<file path="src/cdsp_pkg.sv">
/*
 * Shared constants and types for the codec serial port block.
 * Assumes a single 40 MHz system clock; all link timing derives from it.
 */
`default_nettype none
package cdsp_pkg;
	localparam int WORD_W         = 16;
	localparam int SYS_CLK_HZ     = 40_000_000;
	localparam int SCLK_HALF_CYC  = 4;     // System cycles per half shift clock
	localparam int SAMPLE_SCLKS   = 256;   // Shift clocks per sample period
	localparam int BIT_CNT_W      = 4;
	localparam int DEV_ADDR_W     = 2;
	localparam int MAX_DEVICES    = 4;
	// Control word layout
	localparam int CTRL_FLAG_BIT  = 15;
	localparam int ADDR_LSB       = 11;
	localparam int SW_RESET_BIT   = 1;
	localparam int DATA_MODE_BIT  = 0;
	// Values after reset
	localparam logic [WORD_W-1:0] WORD_RST  = 16'h0000;
	localparam logic              MODE_RST  = 1'b0;   // Control mode
	localparam logic [1:0]        NEED_RST  = 2'h0;

	// One sample pair, channel 0 then channel 1
	typedef struct packed {
		logic [WORD_W-1:0] ch1;
		logic [WORD_W-1:0] ch0;
	} cdsp_pair_t;

	typedef enum logic [1:0] {TX_IDLE, TX_FRAME, TX_SHIFT} cdsp_tx_st_t;
	typedef enum logic       {RX_IDLE, RX_SHIFT} cdsp_rx_st_t;
endpackage : cdsp_pkg
`default_nettype wire

</file>
<file path="src/cdsp_serial_port.sv">
/*
 * Codec serial port: shift clock source, framed 16-bit transmit and receive,
 * control/data mode handling and cascade pass-through.
 * Assumes the host clocks both directions from serial_clk and that
 * serial_in_line and in_frame_pulse arrive from outside this clock domain.
 */
`timescale 1ns/100ps
`default_nettype none
module cdsp_serial_port
	import cdsp_pkg::*;
#(
	parameter int HALF_CYC  = SCLK_HALF_CYC,
	parameter int SAMPLE_SC = SAMPLE_SCLKS,
	parameter int DEV_ADDR  = 0
) (
	// Clock and reset
	input  wire logic       sys_clk,
	input  wire logic       srst,
	// Converter side
	input  wire cdsp_pair_t adc_pair,
	output cdsp_pair_t      dac_pair,
	output logic            dac_valid,
	output logic [WORD_W-1:0] ctrl_word,
	output logic            ctrl_valid,
	output logic            data_mode,
	// Link pins
	input  wire logic       port_enable_pin,
	output logic            serial_clk,
	output logic            serial_out_line,
	output logic            out_frame_pulse,
	input  wire logic       serial_in_line,
	input  wire logic       in_frame_pulse
);
	localparam int CNT_W = $clog2(HALF_CYC + 1);
	localparam int SMP_W = $clog2(SAMPLE_SC + 1);
	localparam logic [BIT_CNT_W-1:0] LAST_BIT = BIT_CNT_W'(WORD_W - 1);
	localparam logic [DEV_ADDR_W-1:0] MY_ADDR = DEV_ADDR_W'(DEV_ADDR);

	// Input synchronisers, first stage read only by second
	logic [2:0] sync1_ff;
	logic [2:0] sync2_ff;
	logic       en_s, din_s, fin_s;
	always_ff @(posedge sys_clk) begin
		if (srst) begin
			sync1_ff <= 3'h0;
			sync2_ff <= 3'h0;
		end else begin
			sync1_ff <= {port_enable_pin, serial_in_line, in_frame_pulse};
			sync2_ff <= sync1_ff;
		end
	end
	assign {en_s, din_s, fin_s} = sync2_ff;

	// Shift clock divider; sample period counter in shift clocks
	logic [CNT_W-1:0] div_ff, nxt_div;
	logic [SMP_W-1:0] smp_ff, nxt_smp;
	logic             sclk_ff, nxt_sclk;
	logic             sclk_rise, sclk_fall, tick;
	assign sclk_rise = en_s && (div_ff == CNT_W'(HALF_CYC - 1)) && !sclk_ff;
	assign sclk_fall = en_s && (div_ff == CNT_W'(HALF_CYC - 1)) && sclk_ff;
	assign tick      = sclk_rise && (smp_ff == '0);

	// Clock runs continuously while the port is enabled, keeping every chained device in phase
	always_comb begin
		nxt_div  = div_ff;
		nxt_sclk = sclk_ff;
		nxt_smp  = smp_ff;
		if (!en_s) begin
			nxt_div  = '0;
			nxt_sclk = 1'b0;
		end else if (div_ff == CNT_W'(HALF_CYC - 1)) begin
			nxt_div  = '0;
			nxt_sclk = !sclk_ff;
		end else begin
			nxt_div = CNT_W'(div_ff + 1'b1);
		end
		if (sclk_rise) begin
			nxt_smp = (smp_ff == SMP_W'(SAMPLE_SC - 1)) ? '0 : SMP_W'(smp_ff + 1'b1);
		end
	end

	always_ff @(posedge sys_clk) begin
		if (srst) begin
			div_ff  <= '0;
			sclk_ff <= 1'b0;
			smp_ff  <= '0;
		end else begin
			div_ff  <= nxt_div;
			sclk_ff <= nxt_sclk;
			smp_ff  <= nxt_smp;
		end
	end
	assign serial_clk = sclk_ff;

	// Receive path: frame seen on a falling edge, 16 bits follow
	cdsp_rx_st_t          rx_st_ff, nxt_rx_st;
	logic [BIT_CNT_W-1:0] rx_cnt_ff, nxt_rx_cnt;
	logic                 rx_shift, rx_done, rx_done_q;
	logic [WORD_W-1:0]    rx_word;
	always_comb begin
		nxt_rx_st  = rx_st_ff;
		nxt_rx_cnt = rx_cnt_ff;
		rx_shift   = 1'b0;
		if (sclk_fall) begin
			case (rx_st_ff)
				RX_IDLE: begin
					if (fin_s) begin
						nxt_rx_st  = RX_SHIFT;
						nxt_rx_cnt = '0;
					end
				end
				RX_SHIFT: begin
					rx_shift   = 1'b1;
					nxt_rx_cnt = BIT_CNT_W'(rx_cnt_ff + 1'b1);
					if (rx_cnt_ff == LAST_BIT) begin
						// A frame during the last bit starts the next word
						nxt_rx_st = fin_s ? RX_SHIFT : RX_IDLE;
						nxt_rx_cnt = '0;
					end
				end
				default: nxt_rx_st = RX_IDLE;
			endcase
		end
	end
	always_ff @(posedge sys_clk) begin
		if (srst) begin
			rx_st_ff  <= RX_IDLE;
			rx_cnt_ff <= '0;
			rx_done_q <= 1'b0;
		end else begin
			rx_st_ff  <= nxt_rx_st;
			rx_cnt_ff <= nxt_rx_cnt;
			rx_done_q <= rx_shift && (rx_cnt_ff == LAST_BIT);
		end
	end
	// Decode one cycle after the last shift, when the word is complete
	assign rx_done = rx_done_q;

	cdsp_shifter #(.W(WORD_W)) u_rx_sh (
		.sys_clk (sys_clk),
		.srst    (srst),
		.load    (1'b0),
		.shift   (rx_shift),
		.par_in  (WORD_RST),
		.ser_in  (din_s),
		.par_out (rx_word),
		.ser_out ()
	);

	// Word decode: control, sample or pass-through
	logic              mode_ff, nxt_mode;
	logic              dcnt_ff, nxt_dcnt;
	cdsp_pair_t        dac_ff, nxt_dac;
	logic              dvld_ff, nxt_dvld;
	logic [WORD_W-1:0] cw_ff, nxt_cw;
	logic              cvld_ff, nxt_cvld;
	logic [WORD_W-1:0] fwd_ff, nxt_fwd;
	logic              fwd_pend_ff, nxt_fwd_pend;
	logic [1:0]        need_ff, nxt_need;
	logic              fwd_take, smp_take;
	logic              is_ctrl, is_mine;
	assign is_ctrl = rx_word[CTRL_FLAG_BIT];
	assign is_mine = rx_word[ADDR_LSB +: DEV_ADDR_W] == MY_ADDR;

	always_comb begin
		nxt_mode     = mode_ff;
		nxt_dcnt     = dcnt_ff;
		nxt_dac      = dac_ff;
		nxt_dvld     = 1'b0;
		nxt_cw       = cw_ff;
		nxt_cvld     = 1'b0;
		nxt_fwd      = fwd_ff;
		nxt_fwd_pend = fwd_pend_ff && !fwd_take;
		nxt_need     = need_ff;
		if (smp_take) begin
			nxt_need = need_ff[0] ? {need_ff[1], 1'b0} : 2'h0;
		end
		// Two samples each period, none while in control mode
		if (tick) begin
			nxt_need = mode_ff ? 2'h3 : NEED_RST;
			nxt_dcnt = 1'b0;
		end
		if (rx_done) begin
			if (is_ctrl && is_mine) begin
				nxt_cw   = rx_word;
				nxt_cvld = 1'b1;
				// Software reset returns to control mode
				nxt_mode = rx_word[SW_RESET_BIT] ? MODE_RST : rx_word[DATA_MODE_BIT];
			end else if (!is_ctrl && mode_ff && (dcnt_ff == 1'b0)) begin
				nxt_dac.ch0 = rx_word;
				nxt_dcnt    = 1'b1;
			end else if (!is_ctrl && mode_ff && !tick && (dcnt_ff == 1'b1)) begin
				nxt_dac.ch1 = rx_word;
				nxt_dvld    = 1'b1;
				nxt_dcnt    = 1'b0;
			end else begin
				// Words for later devices go downstream; one word of slack
				nxt_fwd      = rx_word;
				nxt_fwd_pend = 1'b1;
			end
		end
	end

	always_ff @(posedge sys_clk) begin
		if (srst) begin
			mode_ff     <= MODE_RST;
			dcnt_ff     <= 1'b0;
			dac_ff      <= '0;
			dvld_ff     <= 1'b0;
			cw_ff       <= WORD_RST;
			cvld_ff     <= 1'b0;
			fwd_ff      <= WORD_RST;
			fwd_pend_ff <= 1'b0;
			need_ff     <= NEED_RST;
		end else begin
			mode_ff     <= nxt_mode;
			dcnt_ff     <= nxt_dcnt;
			dac_ff      <= nxt_dac;
			dvld_ff     <= nxt_dvld;
			cw_ff       <= nxt_cw;
			cvld_ff     <= nxt_cvld;
			fwd_ff      <= nxt_fwd;
			fwd_pend_ff <= nxt_fwd_pend;
			need_ff     <= nxt_need;
		end
	end
	assign dac_pair   = dac_ff;
	assign dac_valid  = dvld_ff;
	assign ctrl_word  = cw_ff;
	assign ctrl_valid = cvld_ff;
	assign data_mode  = mode_ff;

	// Transmit path, driven on rising edges: frame, then 16 bits
	cdsp_tx_st_t          tx_st_ff, nxt_tx_st;
	logic [BIT_CNT_W-1:0] tx_cnt_ff, nxt_tx_cnt;
	logic                 ofs_ff, nxt_ofs;
	logic                 obit_ff, nxt_obit;
	logic                 tx_load, tx_shift, tx_msb;
	logic [WORD_W-1:0]    tx_src;
	// Samples go first; forwarded words fill the rest of the period
	assign tx_src   = need_ff[0] ? adc_pair.ch0 : need_ff[1] ? adc_pair.ch1 : fwd_ff;
	assign tx_load  = sclk_rise && !tick && (tx_st_ff == TX_IDLE) && (|need_ff || fwd_pend_ff);
	assign smp_take = tx_load && |need_ff;
	assign fwd_take = tx_load && !(|need_ff);

	always_comb begin
		nxt_tx_st  = tx_st_ff;
		nxt_tx_cnt = tx_cnt_ff;
		nxt_ofs    = ofs_ff;
		nxt_obit   = obit_ff;
		tx_shift   = 1'b0;
		if (sclk_rise) begin
			case (tx_st_ff)
				TX_IDLE: begin
					nxt_obit = 1'b0;
					nxt_ofs  = tx_load;
					if (tx_load) begin
						nxt_tx_st = TX_FRAME;
					end
				end
				TX_FRAME: begin
					// MSB one clock after the frame
					nxt_ofs    = 1'b0;
					nxt_obit   = tx_msb;
					tx_shift   = 1'b1;
					nxt_tx_cnt = BIT_CNT_W'(1);
					nxt_tx_st  = TX_SHIFT;
				end
				TX_SHIFT: begin
					nxt_obit   = tx_msb;
					tx_shift   = 1'b1;
					nxt_tx_cnt = BIT_CNT_W'(tx_cnt_ff + 1'b1);
					if (tx_cnt_ff == LAST_BIT) begin
						nxt_tx_st = TX_IDLE;
					end
				end
				default: nxt_tx_st = TX_IDLE;
			endcase
		end
	end
	always_ff @(posedge sys_clk) begin
		if (srst) begin
			tx_st_ff  <= TX_IDLE;
			tx_cnt_ff <= '0;
			ofs_ff    <= 1'b0;
			obit_ff   <= 1'b0;
		end else begin
			tx_st_ff  <= nxt_tx_st;
			tx_cnt_ff <= nxt_tx_cnt;
			ofs_ff    <= nxt_ofs;
			obit_ff   <= nxt_obit;
		end
	end
	assign out_frame_pulse = ofs_ff;
	assign serial_out_line = obit_ff;

	cdsp_shifter #(.W(WORD_W)) u_tx_sh (
		.sys_clk (sys_clk),
		.srst    (srst),
		.load    (tx_load),
		.shift   (tx_shift),
		.par_in  (tx_src),
		.ser_in  (1'b0),
		.par_out (),
		.ser_out (tx_msb)
	);

	// Checks on the link timing and modes
	int unsigned hi_cnt;
	int unsigned bits_h;
	logic [WORD_W-1:0] held_h;
	always_ff @(posedge sys_clk) begin
		hi_cnt <= ofs_ff ? hi_cnt + 1 : 0;
		if (tx_load) held_h <= tx_src;
		if (tx_st_ff == TX_FRAME) bits_h <= 0;
		else if (sclk_rise && tx_st_ff == TX_SHIFT) bits_h <= bits_h + 1;
	end
endmodule : cdsp_serial_port
`default_nettype wire

</file>
<file path="src/cdsp_shifter.sv">
/*
 * Word shift register, MSB first, with parallel load and parallel view.
 * Assumes load and shift are one-cycle enables from the same clock.
 */
`timescale 1ns/100ps
`default_nettype none
module cdsp_shifter
	import cdsp_pkg::*;
#(
	parameter int W = WORD_W
) (
	// Clock and reset
	input  wire logic         sys_clk,
	input  wire logic         srst,
	// Control
	input  wire logic         load,
	input  wire logic         shift,
	input  wire logic [W-1:0] par_in,
	input  wire logic         ser_in,
	// Results
	output logic      [W-1:0] par_out,
	output logic              ser_out
);
	logic [W-1:0] word_ff;
	logic [W-1:0] nxt_word;

	// Load wins over shift
	always_comb begin
		nxt_word = word_ff;
		if (load) begin
			nxt_word = par_in;
		end else if (shift) begin
			nxt_word = {word_ff[W-2:0], ser_in};
		end
	end

	always_ff @(posedge sys_clk) begin
		if (srst) begin
			word_ff <= '0;
		end else begin
			word_ff <= nxt_word;
		end
	end

	assign par_out = word_ff;
	assign ser_out = word_ff[W-1];
endmodule : cdsp_shifter
`default_nettype wire

</file>
<file path="config.mk">
export PLATFORM = sky130hd
export DESIGN_NAME = cdsp_serial_port
export DESIGN_NICKNAME = d
export VERILOG_FILES = /design/src/cdsp_pkg.sv /design/src/cdsp_serial_port.sv /design/src/cdsp_shifter.sv
export SDC_FILE = /design/constraint.sdc
export NUM_CORES = 1
export LEC_CHECK = 0
export ABC_AREA = 1
export BUFFER_PORTS_ARGS = -buffer_cell sky130_fd_sc_hd__buf_2
export CAP_MARGIN = 10
export CORE_MARGIN = 1.5
export CORE_UTILIZATION = 56
export DETAILED_ROUTE_END_ITERATION = 16
export GPL_TIMING_DRIVEN = 0
export PLACE_DENSITY = 0.87
export SYNTH_ARGS = -nofsm -noshare
export SYNTH_HDL_FRONTEND = slang
export SYNTH_SLANG_ARGS = --single-unit
</file>
<file path="constraint.sdc">
create_clock -name sys_clk -period 2 [get_ports sys_clk]
set_input_delay 0.3 -clock sys_clk [delete_from_list [all_inputs] [get_ports sys_clk]]
set_output_delay 0.3 -clock sys_clk [all_outputs]
set_load 0.05 [all_outputs]
</file>
# Word-level counts from Yosys, hierarchy flattened
# Index checks and enable logic that the tools add are counted.
[totals]
output_inout_bits = 54
regBits = 136
in_bits = 37
[op_classes]
n_eq_ne = 10
bitwise = 7
n_mux = 37
reduce_logical = 46
n_addsub = 4
[op_table]
columns = ["cell", "count"]
rows = [
  ["16-bit two-way mux", 4],
  ["1-bit two-way mux", 18],
  ["1-bit logical AND", 16],
  ["4-bit case mux with 2 select lines", 2],
  ["2-bit two-way mux", 6],
  ["2-bit AND reduction", 6],
  ["2-bit nonzero test", 5],
  ["9-bit by 1-bit adder with 9-bit output, second input constant", 1],
  ["9-bit by 8-bit equality test with 1-bit output, second input constant", 1],
  ["9-bit zero test", 1],
  ["9-bit two-way mux", 1],
  ["4-bit by 1-bit adder with 4-bit output, second input constant", 2],
  ["4-bit equality test, second input constant", 2],
  ["4-bit two-way mux", 2],
  ["2-bit != test, second input constant", 4],
  ["4-bit AND reduction", 2],
  ["2-bit OR reduction", 4],
  ["1-bit NOT", 7],
  ["1-bit case mux with 2 select lines", 3],
  ["2-bit case mux with 3 select lines", 1],
  ["3-bit AND reduction", 2],
  ["1-bit zero test", 5],
  ["2-bit zero test", 2],
  ["4-bit OR reduction", 1],
  ["other kinds (6)", 6],
]

# Longest topological paths before layout
# Gate-level depths: netlist of run 1.
[logic_depth]
word_depth = 15
depth_mapped = 12
depth_no_buf = 11

# By module
# From an unflattened synthesis of run 1, not the netlist that was laid out.
[hier_totals]
cells_unflattened = 831
area_unflattened_um2 = 6218.5
[by_module_without_submodules]
columns = ["module", "cells_each", "area_each_um2", "seq_area_each_um2", "instances"]
rows = [
  ["cdsp_serial_port", 581, 4579.4, 2082.0, 1],
  ["cdsp_shifter", 125, 819.5, 320.3, 2],
]

# Least setup slack after synthesis of run 1
# Ideal clock, no wire load.
[synth_path]
path_kind = "register to register"
start = "register div_ff[0]"
end = "register u_tx_sh.word_ff[2] (netlist: u_tx_sh.par_out[2])"
setup_slack_ns = 0.367
setup_ns = 0.116
required_ns = 1.884
stages_incl_launch_ff = 11
arrival_ns = 1.517
cell_sequence = "dfxtp_1 ha_1 ha_1 nand2_1 nor2_2 buf_6 nand2_2 nor2_1 nand2_2 buf_6 o211a_1"
[synth_via]
elab_chain_len = 9
word_cells_on_any_way = 11
[synth_lines]
columns = ["item", "line_no", "text"]
rows = [
  ["start: declaration", "cdsp_serial_port.sv:55", "logic [CNT_W-1:0] div_ff, nxt_div;"],
  ["start signal: assignment", "cdsp_serial_port.sv:88", "div_ff <= nxt_div;"],
  ["3-bit by 2-bit equality test with 1-bit output (*)", "cdsp_serial_port.sv:59", "assign sclk_rise = en_s && (div_ff == CNT_W'(HALF_CYC - 1)) && !sclk_ff;"],
  ["1-bit logical AND (*) (2 in series)", "cdsp_serial_port.sv:59", ""],
  ["1-bit logical AND", "cdsp_serial_port.sv:61", "assign tick = sclk_rise && (smp_ff == '0);"],
  ["1-bit zero test", "cdsp_serial_port.sv:242", "assign tx_load = sclk_rise && !tick && (tx_st_ff == TX_IDLE) && (|need_ff || fwd_pend_ff);"],
  ["1-bit logical AND (3 in series)", "cdsp_serial_port.sv:242", ""],
  ["16-bit two-way mux or 2-bit nonzero test (tied branches)", "--", ""],
  ["end signal: assignment", "cdsp_shifter.sv:41", "word_ff <= nxt_word;"],
  ["end: declaration", "cdsp_shifter.sv:24", "logic [W-1:0] word_ff;"],
]
# Mark *: on every way between the ends. The rest lies on a longest branch, timed or not.
# A chain may end at the register's enable or synchronous reset.

# Worst setup path in the final report of run 1
[layout_path]
start = "register div_ff[0]"
end = "register fwd_ff[3]"
[layout_via]
elab_chain_len = 9
[layout_lines]
columns = ["item", "line_no", "text"]
rows = [
  ["3-bit by 2-bit equality test with 1-bit output", "cdsp_serial_port.sv:59", ""],
  ["1-bit logical AND (2 in series)", "cdsp_serial_port.sv:59", ""],
  ["1-bit logical AND", "cdsp_serial_port.sv:61", ""],
  ["1-bit zero test", "cdsp_serial_port.sv:192", "end else if (!is_ctrl && mode_ff && !tick && (dcnt_ff == 1'b1)) begin"],
  ["1-bit logical AND (2 in series)", "cdsp_serial_port.sv:192", ""],
  ["1-bit NOT (no line)", "--", ""],
  ["4-bit AND reduction (no line)", "--", ""],
  ["end signal: assignment", "cdsp_serial_port.sv:222", "fwd_ff <= nxt_fwd;"],
  ["end: declaration", "cdsp_serial_port.sv:157", "logic [WORD_W-1:0] fwd_ff, nxt_fwd;"],
]
# Every way passes these cells.

==> impl_metrics.py, run 1 <==
metrics = {
    "run_status": {
        "status": "finished, final reports clean",
    },
    "timing": {
        "final.period_utilization_pct": 95.42,
        "slew_headroom_pct": 63.32,
        "tns_ps": 0,
        "fmax_ghz": 0.5240,
        "hold_viol": 0,
        "final.setup.worst_slack_ps": 91.55,
        "tightest_slew_ps": 550.2,
        "drv_slew": 0,
        "setup_viol": 0,
        "skew_ps": 11.07,
        "rsz0062_at_grt": "no",
        "hold_slack_ps": 80.82,
        "min_period_ps": 1908,
    },
    "layout": {
        "antennaDiodeCount": 0,
        "final_common_cell": "nand2_1",
        "final_cell_area_um2": 6968,
        "area_growth_pct": 22.50,
        "layout_common_cells": "nand2_1, dfxtp_1, buf_2, a21oi_1, nor2_1",
        "final_nets": 906,
        "drive_above_1_share_pct": 18.03,
        "instances_no_fill": 1004,
    },
    "power": {
        "p_switching_mw": 1.302,
        "sw_frac_of_total_pct": 21.23,
        "p_int_mw": 4.832,
        "ir_drop_v": 0.0008777,
        "clkPwrFrac_pct": 53.8,
        "power_frac_seq_pct": 44.3,
        "cellLeakagePower_nw": 3.107,
        "combPwrFrac_pct": 1.9,
        "power.density_nw_per_um2": 880.4,
    },
    "placement": {
        "dpl_cell_area_um2": 6300,
        "hpwl_um": 10110,
        "io_buffers": 89,
        "place_ws_ps": 148.9,
        "gp_congestion": 0.8954,
        "dp_cells": 967,
    },
    "flow_run": {
        "drv_cap": 0,
    },
    "grt": {
        "grt_pass1_vias": 5105,
        "grt_max_degree": 17,
        "antenna_found_initial": 0,
        "grt.total_usage_pct": 28.02,
        "overflow": 0,
        "grt_pass1_wl_um": 24290,
    },
    "clock_tree": {
        "cts_buffers": 17,
        "ctsHtreeMaxLevel": 4,
        "cts_tree": "done",
        "cts.sinks": 136,
        "clockRootBuffer": "clkbuf_8",
        "clk_pin_slew_ps": 70,
        "clock_path_buffers": 2,
        "clock_latency_ps": 530,
    },
    "critical_path": {
        "max_stage_delay_ps": 330,
        "startpoint_type": "register",
        "required_ps": 2420,
        "cp_max_fo": 10,
        "cp_cell_sequence": "ha_1, ha_1, nand2_1, nor2_2, nand3_1, nand2_1, buf_4, nand4_1, nand2_1, nor2_1",
        "crit_top_cell": "nand2_1",
        "worst_ep_arrival_time_ps": 2330,
        "slowest_stage": "dfxtp_1",
        "end_kind": "register",
        "crit_type": "register to register",
    },
    "drt": {
        "routed_wirelength_um": 15170,
        "vias": 5624,
        "viasPerCell": 5.602,
        "dr.pass1.iters": 5,
        "drc": 0,
        "drt-initial-drc-count": 400,
        "wl_per_cell_um": 15.11,
        "ant_nets": 0,
    },
    "min_path": {
        "hp-class": "primary input to register",
    },
    "floorplan": {
        "coreArea_um2": 9819,
        "io_pins": 91,
        "die_w_um": 103.8,
        "row_count": 36,
        "dieArea_um2": 10770,
        "die_y_um": 103.8,
        "initial_core_util_pct": 57.93,
    },
    "logic_synthesis": {
        "ys_ff_latch": 136,
        "synth.avg_cell_area_um2": 7.635,
        "ys_warn_count": 0,
        "syn_area_um2": 5688,
        "synth_cells": 745,
        "synthesis.nets": 793,
        "seq_area_frac_synth_pct": 47.87,
        "ys_types": 31,
    },
}
cells in the mapped netlist, drive strengths merged:
cell type  instances  area, µm²
a31oi             31      193.9
o211a             14      140.1
and3               1      6.260
dfxtp            136       2723
o21a               1      7.510
nand3             53      270.3
nor3               7      40.04
or2                1      6.260
inv               64      240.2
ha                11      137.6
a21oi             78      394.1
nand4             16      100.1
nand2            145      551.8
o21ai             62      310.3
clkbuf            24      90.09
buf               23      155.1
a211oi             1      7.510
nor2              72      280.3
xor2               3      26.28
clkinv             2      7.510
per-stage QoR:
step           utilization [%]  total power, mW
6_report                 70.96            6.134
5_1_grt                  70.96            6.293
4_1_cts                  70.81            6.143
3_5_place_dp             64.16            2.884
3_3_place_gp             64.16            2.884
2_1_floorplan                -            2.826
layer usage:
metal / vias up / wire length [µm] / GRT usage (%)
met4: 0 / 413 / 12.10
li1: 2712 / - / -
met1: 2624 / 6388 / 35.21
met2: 249 / 7336 / 45.95
met5: - / 0 / 0
met3: 39 / 1028 / 6.797
registers in the layout, indices dropped and copies added, names as in the netlist, 2 cells and up:
register         count
fwd_ff              16
u_tx_sh.par_out     16
need_ff              2
sync1_ff             3
rx_cnt_ff            4
sync2_ff             3
div_ff               3
ctrl_word           16
dac_pair            32
u_rx_sh.par_out     16
tx_st_ff             2
smp_ff               9
tx_cnt_ff            4
path summary, 6_finish.rpt:
kind                                     to   startpoint  cells past startpoint  slack [ps]
worst min-delay path              smp_ff[2]         srst                      2          80
worst max-delay path              fwd_ff[3]    div_ff[0]                     10          90
worst min register to register  sync2_ff[0]  sync1_ff[0]                      2         410
worst max register to register    fwd_ff[3]    div_ff[0]                     10          90
final cells by class:
class / count / area [µm²]
well taps: 133 / 166.4
repair buffers: 93 / 483.0
flip-flops and latches: 136 / 2723
clock inverters: 13 / 191.4
plain buffers: 47 / 246.5
inverters: 66 / 247.7
fillers: 792 / 2851
clock buffers: 19 / 431.7
multi-input cells: 497 / 2479
critical path, delay by kind of cell (launching register included):
family,cells,cell delay (ps)
AND/OR/NAND/NOR,7,950
adder cells (fa/ha/maj),2,340
flip-flops,1,330
buffers and inverters,1,190
what timing repair did:
item                                   CTS  global route
hold buffers                             3             0
resized for setup                        0             3
endpoints found under the hold margin    3             0
setup buffers                            0             1
setup endpoints to repair                0            12
cells by family after synthesis:
kind of cell               share of synthesized area, %
DFF                                               47.87
adders and majority gates                         2.420
buffers and inverters                             8.667
AOI/OAI and AO/OA                                 18.52
and+or+nand+nor                                   22.06
xor gates and xnor gates                         0.4620
power by group through the flow:
stage / Combinational (mW) / Clock, mW / Sequential [mW]
finish: 0.114 / 3.30 / 2.72
detailed placement: 0.107 / 0 / 2.78
CTS: 0.112 / 3.31 / 2.72
global route: 0.125 / 3.45 / 2.72
floorplan: 0.0495 / 0 / 2.78
global placement: 0.107 / 0 / 2.78
Power figures use the tool's default switching activity.
==> run 2, diff against run 1 <==
--- a/config.mk
+++ b/config.mk
@@ -9,10 +9,11 @@
 export BUFFER_PORTS_ARGS = -buffer_cell sky130_fd_sc_hd__buf_2
 export CAP_MARGIN = 10
 export CORE_MARGIN = 1.5
-export CORE_UTILIZATION = 56
+export CORE_UTILIZATION = 57
 export DETAILED_ROUTE_END_ITERATION = 16
 export GPL_TIMING_DRIVEN = 0
-export PLACE_DENSITY = 0.87
+export PLACE_DENSITY = 0.88
 export SYNTH_ARGS = -nofsm -noshare
 export SYNTH_HDL_FRONTEND = slang
+export SYNTH_HIERARCHICAL = 1
 export SYNTH_SLANG_ARGS = --single-unit
==> impl_metrics.py, run 2 <==
metrics = {
    "critical_path": {
        "slowest_stage": "dfxtp_1",
        "cp_cell_sequence": "ha_2, ha_4, nand3_4, nor2_4, nand3_1, inv_1, buf_6, inv_2, buf_6, nand3_1, nand3_1, nand2_1, inv_1",
        "worst_ep_arrival_time_ps": 2350,
        "crit_top_cell": "nand3_1",
        "startpoint_type": "register",
        "end_kind": "register",
        "crit_type": "register to register",
        "r2r_cells": 13,
        "crit_buf_inv": 5,
        "path_depth": 13,
        "required_ps": 2430,
        "crit_family": "simple AND/OR/NAND/NOR gates",
        "cp_max_fo": 10,
        "max_stage_delay_ps": 360,
    },
    "timing": {
        "final.period_utilization_pct": 95.84,
        "tns_ps": 0,
        "fmax_ghz": 0.5217,
        "tightest_slew_ps": 618.5,
        "setup_viol": 0,
        "skew_ps": 7.066,
        "min_period_ps": 1917,
        "slew_headroom_pct": 58.77,
        "hold_viol": 0,
        "final.setup.worst_slack_ps": 83.11,
        "drv_slew": 0,
    },
    "grt": {
        "overflow": 0,
        "antenna_found_initial": 0,
        "grt_max_degree": 17,
        "grt_pass1_wl_um": 26010,
        "grt.total_usage_pct": 28.64,
        "grt_pass1_vias": 5673,
    },
    "drt": {
        "viasPerCell": 5.433,
        "wl_met3_um": 1326,
        "wl_met2_um": 7897,
        "routed_wirelength_um": 16270,
        "drc": 0,
        "top_layer": "met4",
        "ant_nets": 0,
        "wl_met1_um": 6622,
        "dr.pass1.iters": 5,
        "vias": 6058,
        "drt-initial-drc-count": 450,
        "wl_per_cell_um": 14.59,
    },
    "clock_tree": {
        "clk_pin_slew_ps": 60,
        "cts_tree": "done",
        "cts_buffers": 17,
        "clock_latency_ps": 530,
        "cts.sinks": 136,
        "clock_path_buffers": 2,
        "ctsHtreeMaxLevel": 4,
        "clockRootBuffer": "clkbuf_8",
    },
    "layout": {
        "final_common_cell": "nand2_1",
        "final_nets": 1013,
        "antennaDiodeCount": 0,
        "drive_above_1_share_pct": 22.78,
        "utilization_pct": 72.82,
        "layout_common_cells": "nand2_1, dfxtp_1, buf_2, a21oi_1, inv_1",
        "fillers": 782,
        "largest_register_ffs": 32,
        "area_growth_pct": 22.66,
    },
    "run_status": {
        "status": "finished, final reports clean",
    },
    "floorplan": {
        "initial_core_util_pct": 59.36,
        "die_y_um": 107.4,
        "die_w_um": 107.4,
        "dieArea_um2": 11530,
        "io_pins": 91,
        "coreArea_um2": 10460,
        "row_count": 37,
    },
    "placement": {
        "gp_congestion": 0.8704,
        "hpwl_um": 10730,
        "place_ws_ps": -91.18,
        "io_buffers": 90,
    },
    "power": {
        "ir_drop_v": 0.0005727,
        "power.density_nw_per_um2": 820.0,
        "cellLeakagePower_nw": 3.601,
    },
    "logic_synthesis": {
        "synth_cells": 830,
        "syn_area_um2": 6211,
        "synth.avg_cell_area_um2": 7.483,
        "ys_warn_count": 6,
    },
    "min_path": {
        "holdPathStages": 2,
        "hp-class": "primary input to register",
    },
    "flow_run": {
        "drv_cap": 0,
    },
}
## run 2: cell count changes in the layout (fill, tap and decap cells not counted), moves of 15 or more
cell,delta
nand2_1,+36
o21ai_0,-32
nand3_1,+29
inv_1,+25
conb_1,+18
nor2_1,-16
o21ai_1,+16
a31oi_1,-15
## run 2: routing by layer
metal | up-vias | track usage (%)
met4 | 0 | 11.75
met2 | 280 | 49.41
met5 | - | 0
met3 | 41 | 6.659
li1 | 2968 | -
met1 | 2769 | 34.25
## run 2: stage by stage
step / area, µm² / hold WS, ps / instances / power, mW
after detailed placement: 6895 / 394.5 / 1073 / 3.030
final: 7619 / 69.23 / 1115 / 6.247
after global routing: 7619 / 59.27 / 1115 / 6.410
after floorplan: 6275 / 369.1 / 847 / 2.946
after global placement: 6895 / 389.2 / 1073 / 3.027
after CTS: 7561 / 54.63 / 1109 / 6.239
## run 2: final cells by class
type	count	area [µm²]	area share [%]
multi-input cells	563	2874	37.72
flip-flops and latches	136	2723	35.74
repair buffers	100	533.0	6.996
clock buffers	18	417.9	5.485
inverters	100	377.9	4.960
plain buffers	48	326.6	4.286
clock inverters	14	196.4	2.578
well taps	136	170.2	2.234
## run 2: worst paths after layout
| path | to | slack (ps) | start |
|---|---|---|---|
| max | u_tx_sh/par_out[8] | 80 | div_ff[0] |
| min | u_rx_sh/par_out[12] | 70 | srst |
| max reg2reg | u_tx_sh/par_out[8] | 80 | div_ff[0] |
| min reg2reg | sync2_ff[2] | 400 | sync1_ff[2] |
## run 2: repair_timing
action | CTS | global route
resized for setup | 4 | 3
pin swaps | 1 | 2
setup endpoints to repair | 13 | 17
buffers inserted | 1 | 6
hold endpoints to repair | 3 | 0
hold buffers | 3 | 0
## run 2: worst reg2reg max path: stages (launching register included)
cell and delay (ps):
dfxtp_1 360, ha_2 210, ha_4 160, nand3_4 140
nor2_4 140, nand3_1 100, inv_1 80, buf_6 140
inv_2 90, buf_6 150, nand3_1 80, nand3_1 80
nand2_1 60, inv_1 40
## run 2: power by group
| part | internal (mW) | total (mW) | switching, mW | leakage [nW] |
|---|---|---|---|---|
| Clock | 2.04 | 3.26 | 1.22 | 0.304 |
| Combinational | 0.0815 | 0.240 | 0.158 | 2.20 |
| Sequential | 2.73 | 2.75 | 0.0181 | 1.10 |
==> run 3, diff against run 2 <==
--- a/config.mk
+++ b/config.mk
@@ -11,7 +11,6 @@
 export CORE_MARGIN = 1.5
 export CORE_UTILIZATION = 57
 export DETAILED_ROUTE_END_ITERATION = 16
-export GPL_TIMING_DRIVEN = 0
 export PLACE_DENSITY = 0.88
 export SYNTH_ARGS = -nofsm -noshare
 export SYNTH_HDL_FRONTEND = slang
==> impl_metrics.py, run 3 (same netlist as run 2, synthesis figures left out) <==
metrics = {
    "timing": {
        "skew_ps": 7.378,
        "fmax_ghz": 0.5364,
        "final.period_utilization_pct": 93.21,
        "min_period_ps": 1864,
        "final.setup.worst_slack_ps": 135.8,
        "hold_viol": 0,
        "tns_ps": 0,
        "rsz0062_at_grt": "no",
        "hold_slack_ps": 242.2,
        "drv_slew": 0,
        "setup_viol": 0,
    },
    "critical_path": {
        "required_ps": 2390,
        "r2r-end": "fwd_ff[3]",
        "startpoint_type": "register",
        "r2r_cells": 10,
        "rrSetupSlack_ps": 140,
        "worst_ep_arrival_time_ps": 2260,
        "timing.rr.start": "div_ff[0]",
        "crit_path_start": "div_ff[0]",
        "end_kind": "register",
        "cp_max_fo": 22,
        "crit_type": "register to register",
        "endpoint": "fwd_ff[3]",
    },
    "floorplan": {
        "row_count": 37,
        "initial_core_util_pct": 59.36,
        "coreArea_um2": 10460,
        "die_y_um": 107.4,
        "die_w_um": 107.4,
        "io_pins": 91,
        "dieArea_um2": 11530,
    },
    "placement": {
        "io_buffers": 90,
        "gp_congestion": 0.8512,
        "hpwl_um": 9522,
        "place_ws_ps": 93.81,
        "dpl_cell_area_um2": 6733,
        "dp_cells": 1043,
    },
    "clock_tree": {
        "cts_setup_buffers": 0,
        "cts_tree": "done",
        "clk_pin_slew_ps": 60,
        "cts.sinks": 136,
        "clock_latency_ps": 510,
        "clockRootBuffer": "clkbuf_8",
        "cts_buffers": 17,
        "clock_path_buffers": 2,
        "ctsHtreeMaxLevel": 4,
    },
    "power": {
        "clkPwrFrac_pct": 51.4,
        "p_int_mw": 4.638,
        "cellLeakagePower_nw": 3.447,
        "sw_frac_of_total_pct": 24.09,
        "power_frac_seq_pct": 45.0,
        "p_total_mw": 6.110,
        "ir_drop_v": 0.0005955,
        "combPwrFrac_pct": 3.5,
        "p_switching_mw": 1.472,
        "power.density_nw_per_um2": 828.5,
    },
    "layout": {
        "fillers": 792,
        "largest_register_ffs": 32,
        "final_common_cell": "nand2_1",
        "layout_common_cells": "nand2_1, dfxtp_1, buf_2, a21oi_1, inv_1",
        "final_nets": 976,
        "utilization_pct": 70.49,
        "area_growth_pct": 18.73,
        "instances_no_fill": 1078,
        "final_cell_area_um2": 7375,
        "antennaDiodeCount": 0,
        "drive_above_1_share_pct": 21.23,
    },
    "grt": {
        "grt_pass1_vias": 5272,
        "grt_max_degree": 33,
        "grt.total_usage_pct": 26.36,
        "antenna_found_initial": 0,
        "overflow": 0,
        "grt_pass1_wl_um": 24330,
    },
    "drt": {
        "vias": 5827,
        "wl_per_cell_um": 13.88,
        "dr.pass1.iters": 6,
        "drt-initial-drc-count": 406,
        "drc": 0,
        "routed_wirelength_um": 14960,
        "ant_nets": 0,
        "viasPerCell": 5.405,
    },
    "run_status": {
        "status": "finished, final reports clean",
    },
    "min_path": {
        "hp-class": "primary input to register",
    },
    "flow_run": {
        "drv_cap": 0,
    },
}
==> run 3: layout make-up <==
class	instances	area (µm²)	share of cell area (%)
multi-input combinational	563	2867	38.87
sequential	136	2723	36.92
timing repair buffer	111	640.6	8.687
clock buffer	17	414.1	5.616
inverter	100	377.9	5.124
clock inverter	15	182.7	2.477
tap	136	170.2	2.307
==> run 3: repair_timing <==
item	4_1_cts	5_1_grt
hold endpoints to repair	3	0
resized for setup	0	5
hold buffers	3	0
setup endpoints to repair	0	22
==> run 3: how the worst min path moves through the flow <==
stage | endpoint | slack (ps) | from | cells past startpoint
detailed placement | sync2_ff[0] | 400 | sync1_ff[0] | 2
global placement | sync2_ff[0] | 390 | sync1_ff[0] | 2
global route | u_tx_sh/par_out[8] | 280 | adc_pair[8] | 7
finish | u_tx_sh/par_out[8] | 240 | adc_pair[8] | 7
CTS | u_tx_sh/par_out[8] | 240 | adc_pair[8] | 7
floorplan | u_rx_sh/par_out[12] | 370 | srst | 1
==> run 3: worst max-delay path, stage by stage, from the launching register on <==
cell	delay [ps]
dfxtp_1	350
ha_1	150
ha_1	220
nand3_4	130
inv_2	130
nand3_2	150
nand2_4	170
buf_12	170
nand4_1	110
nand2_1	90
nor2_1	60
==> run 3: routing by layer <==
metal  global-route usage, %  share of wire, %  vias to the layer above
met3                   5.145               7.5                       37
met2                   43.45                47                      272
met4                   9.868               2.0                        0
met5                       0                 0                        -
li1                        -                 -                     2880
met1                   34.25                43                     2638
==> run 3: power by group through the flow <==
stage,registers [mW],clock network [mW],logic (mW)
floorplan,2.81,0,0.139
global placement,2.81,0,0.197
detailed placement,2.81,0,0.198
CTS,2.75,3.16,0.208
global route,2.75,3.27,0.241
finish,2.75,3.14,0.216
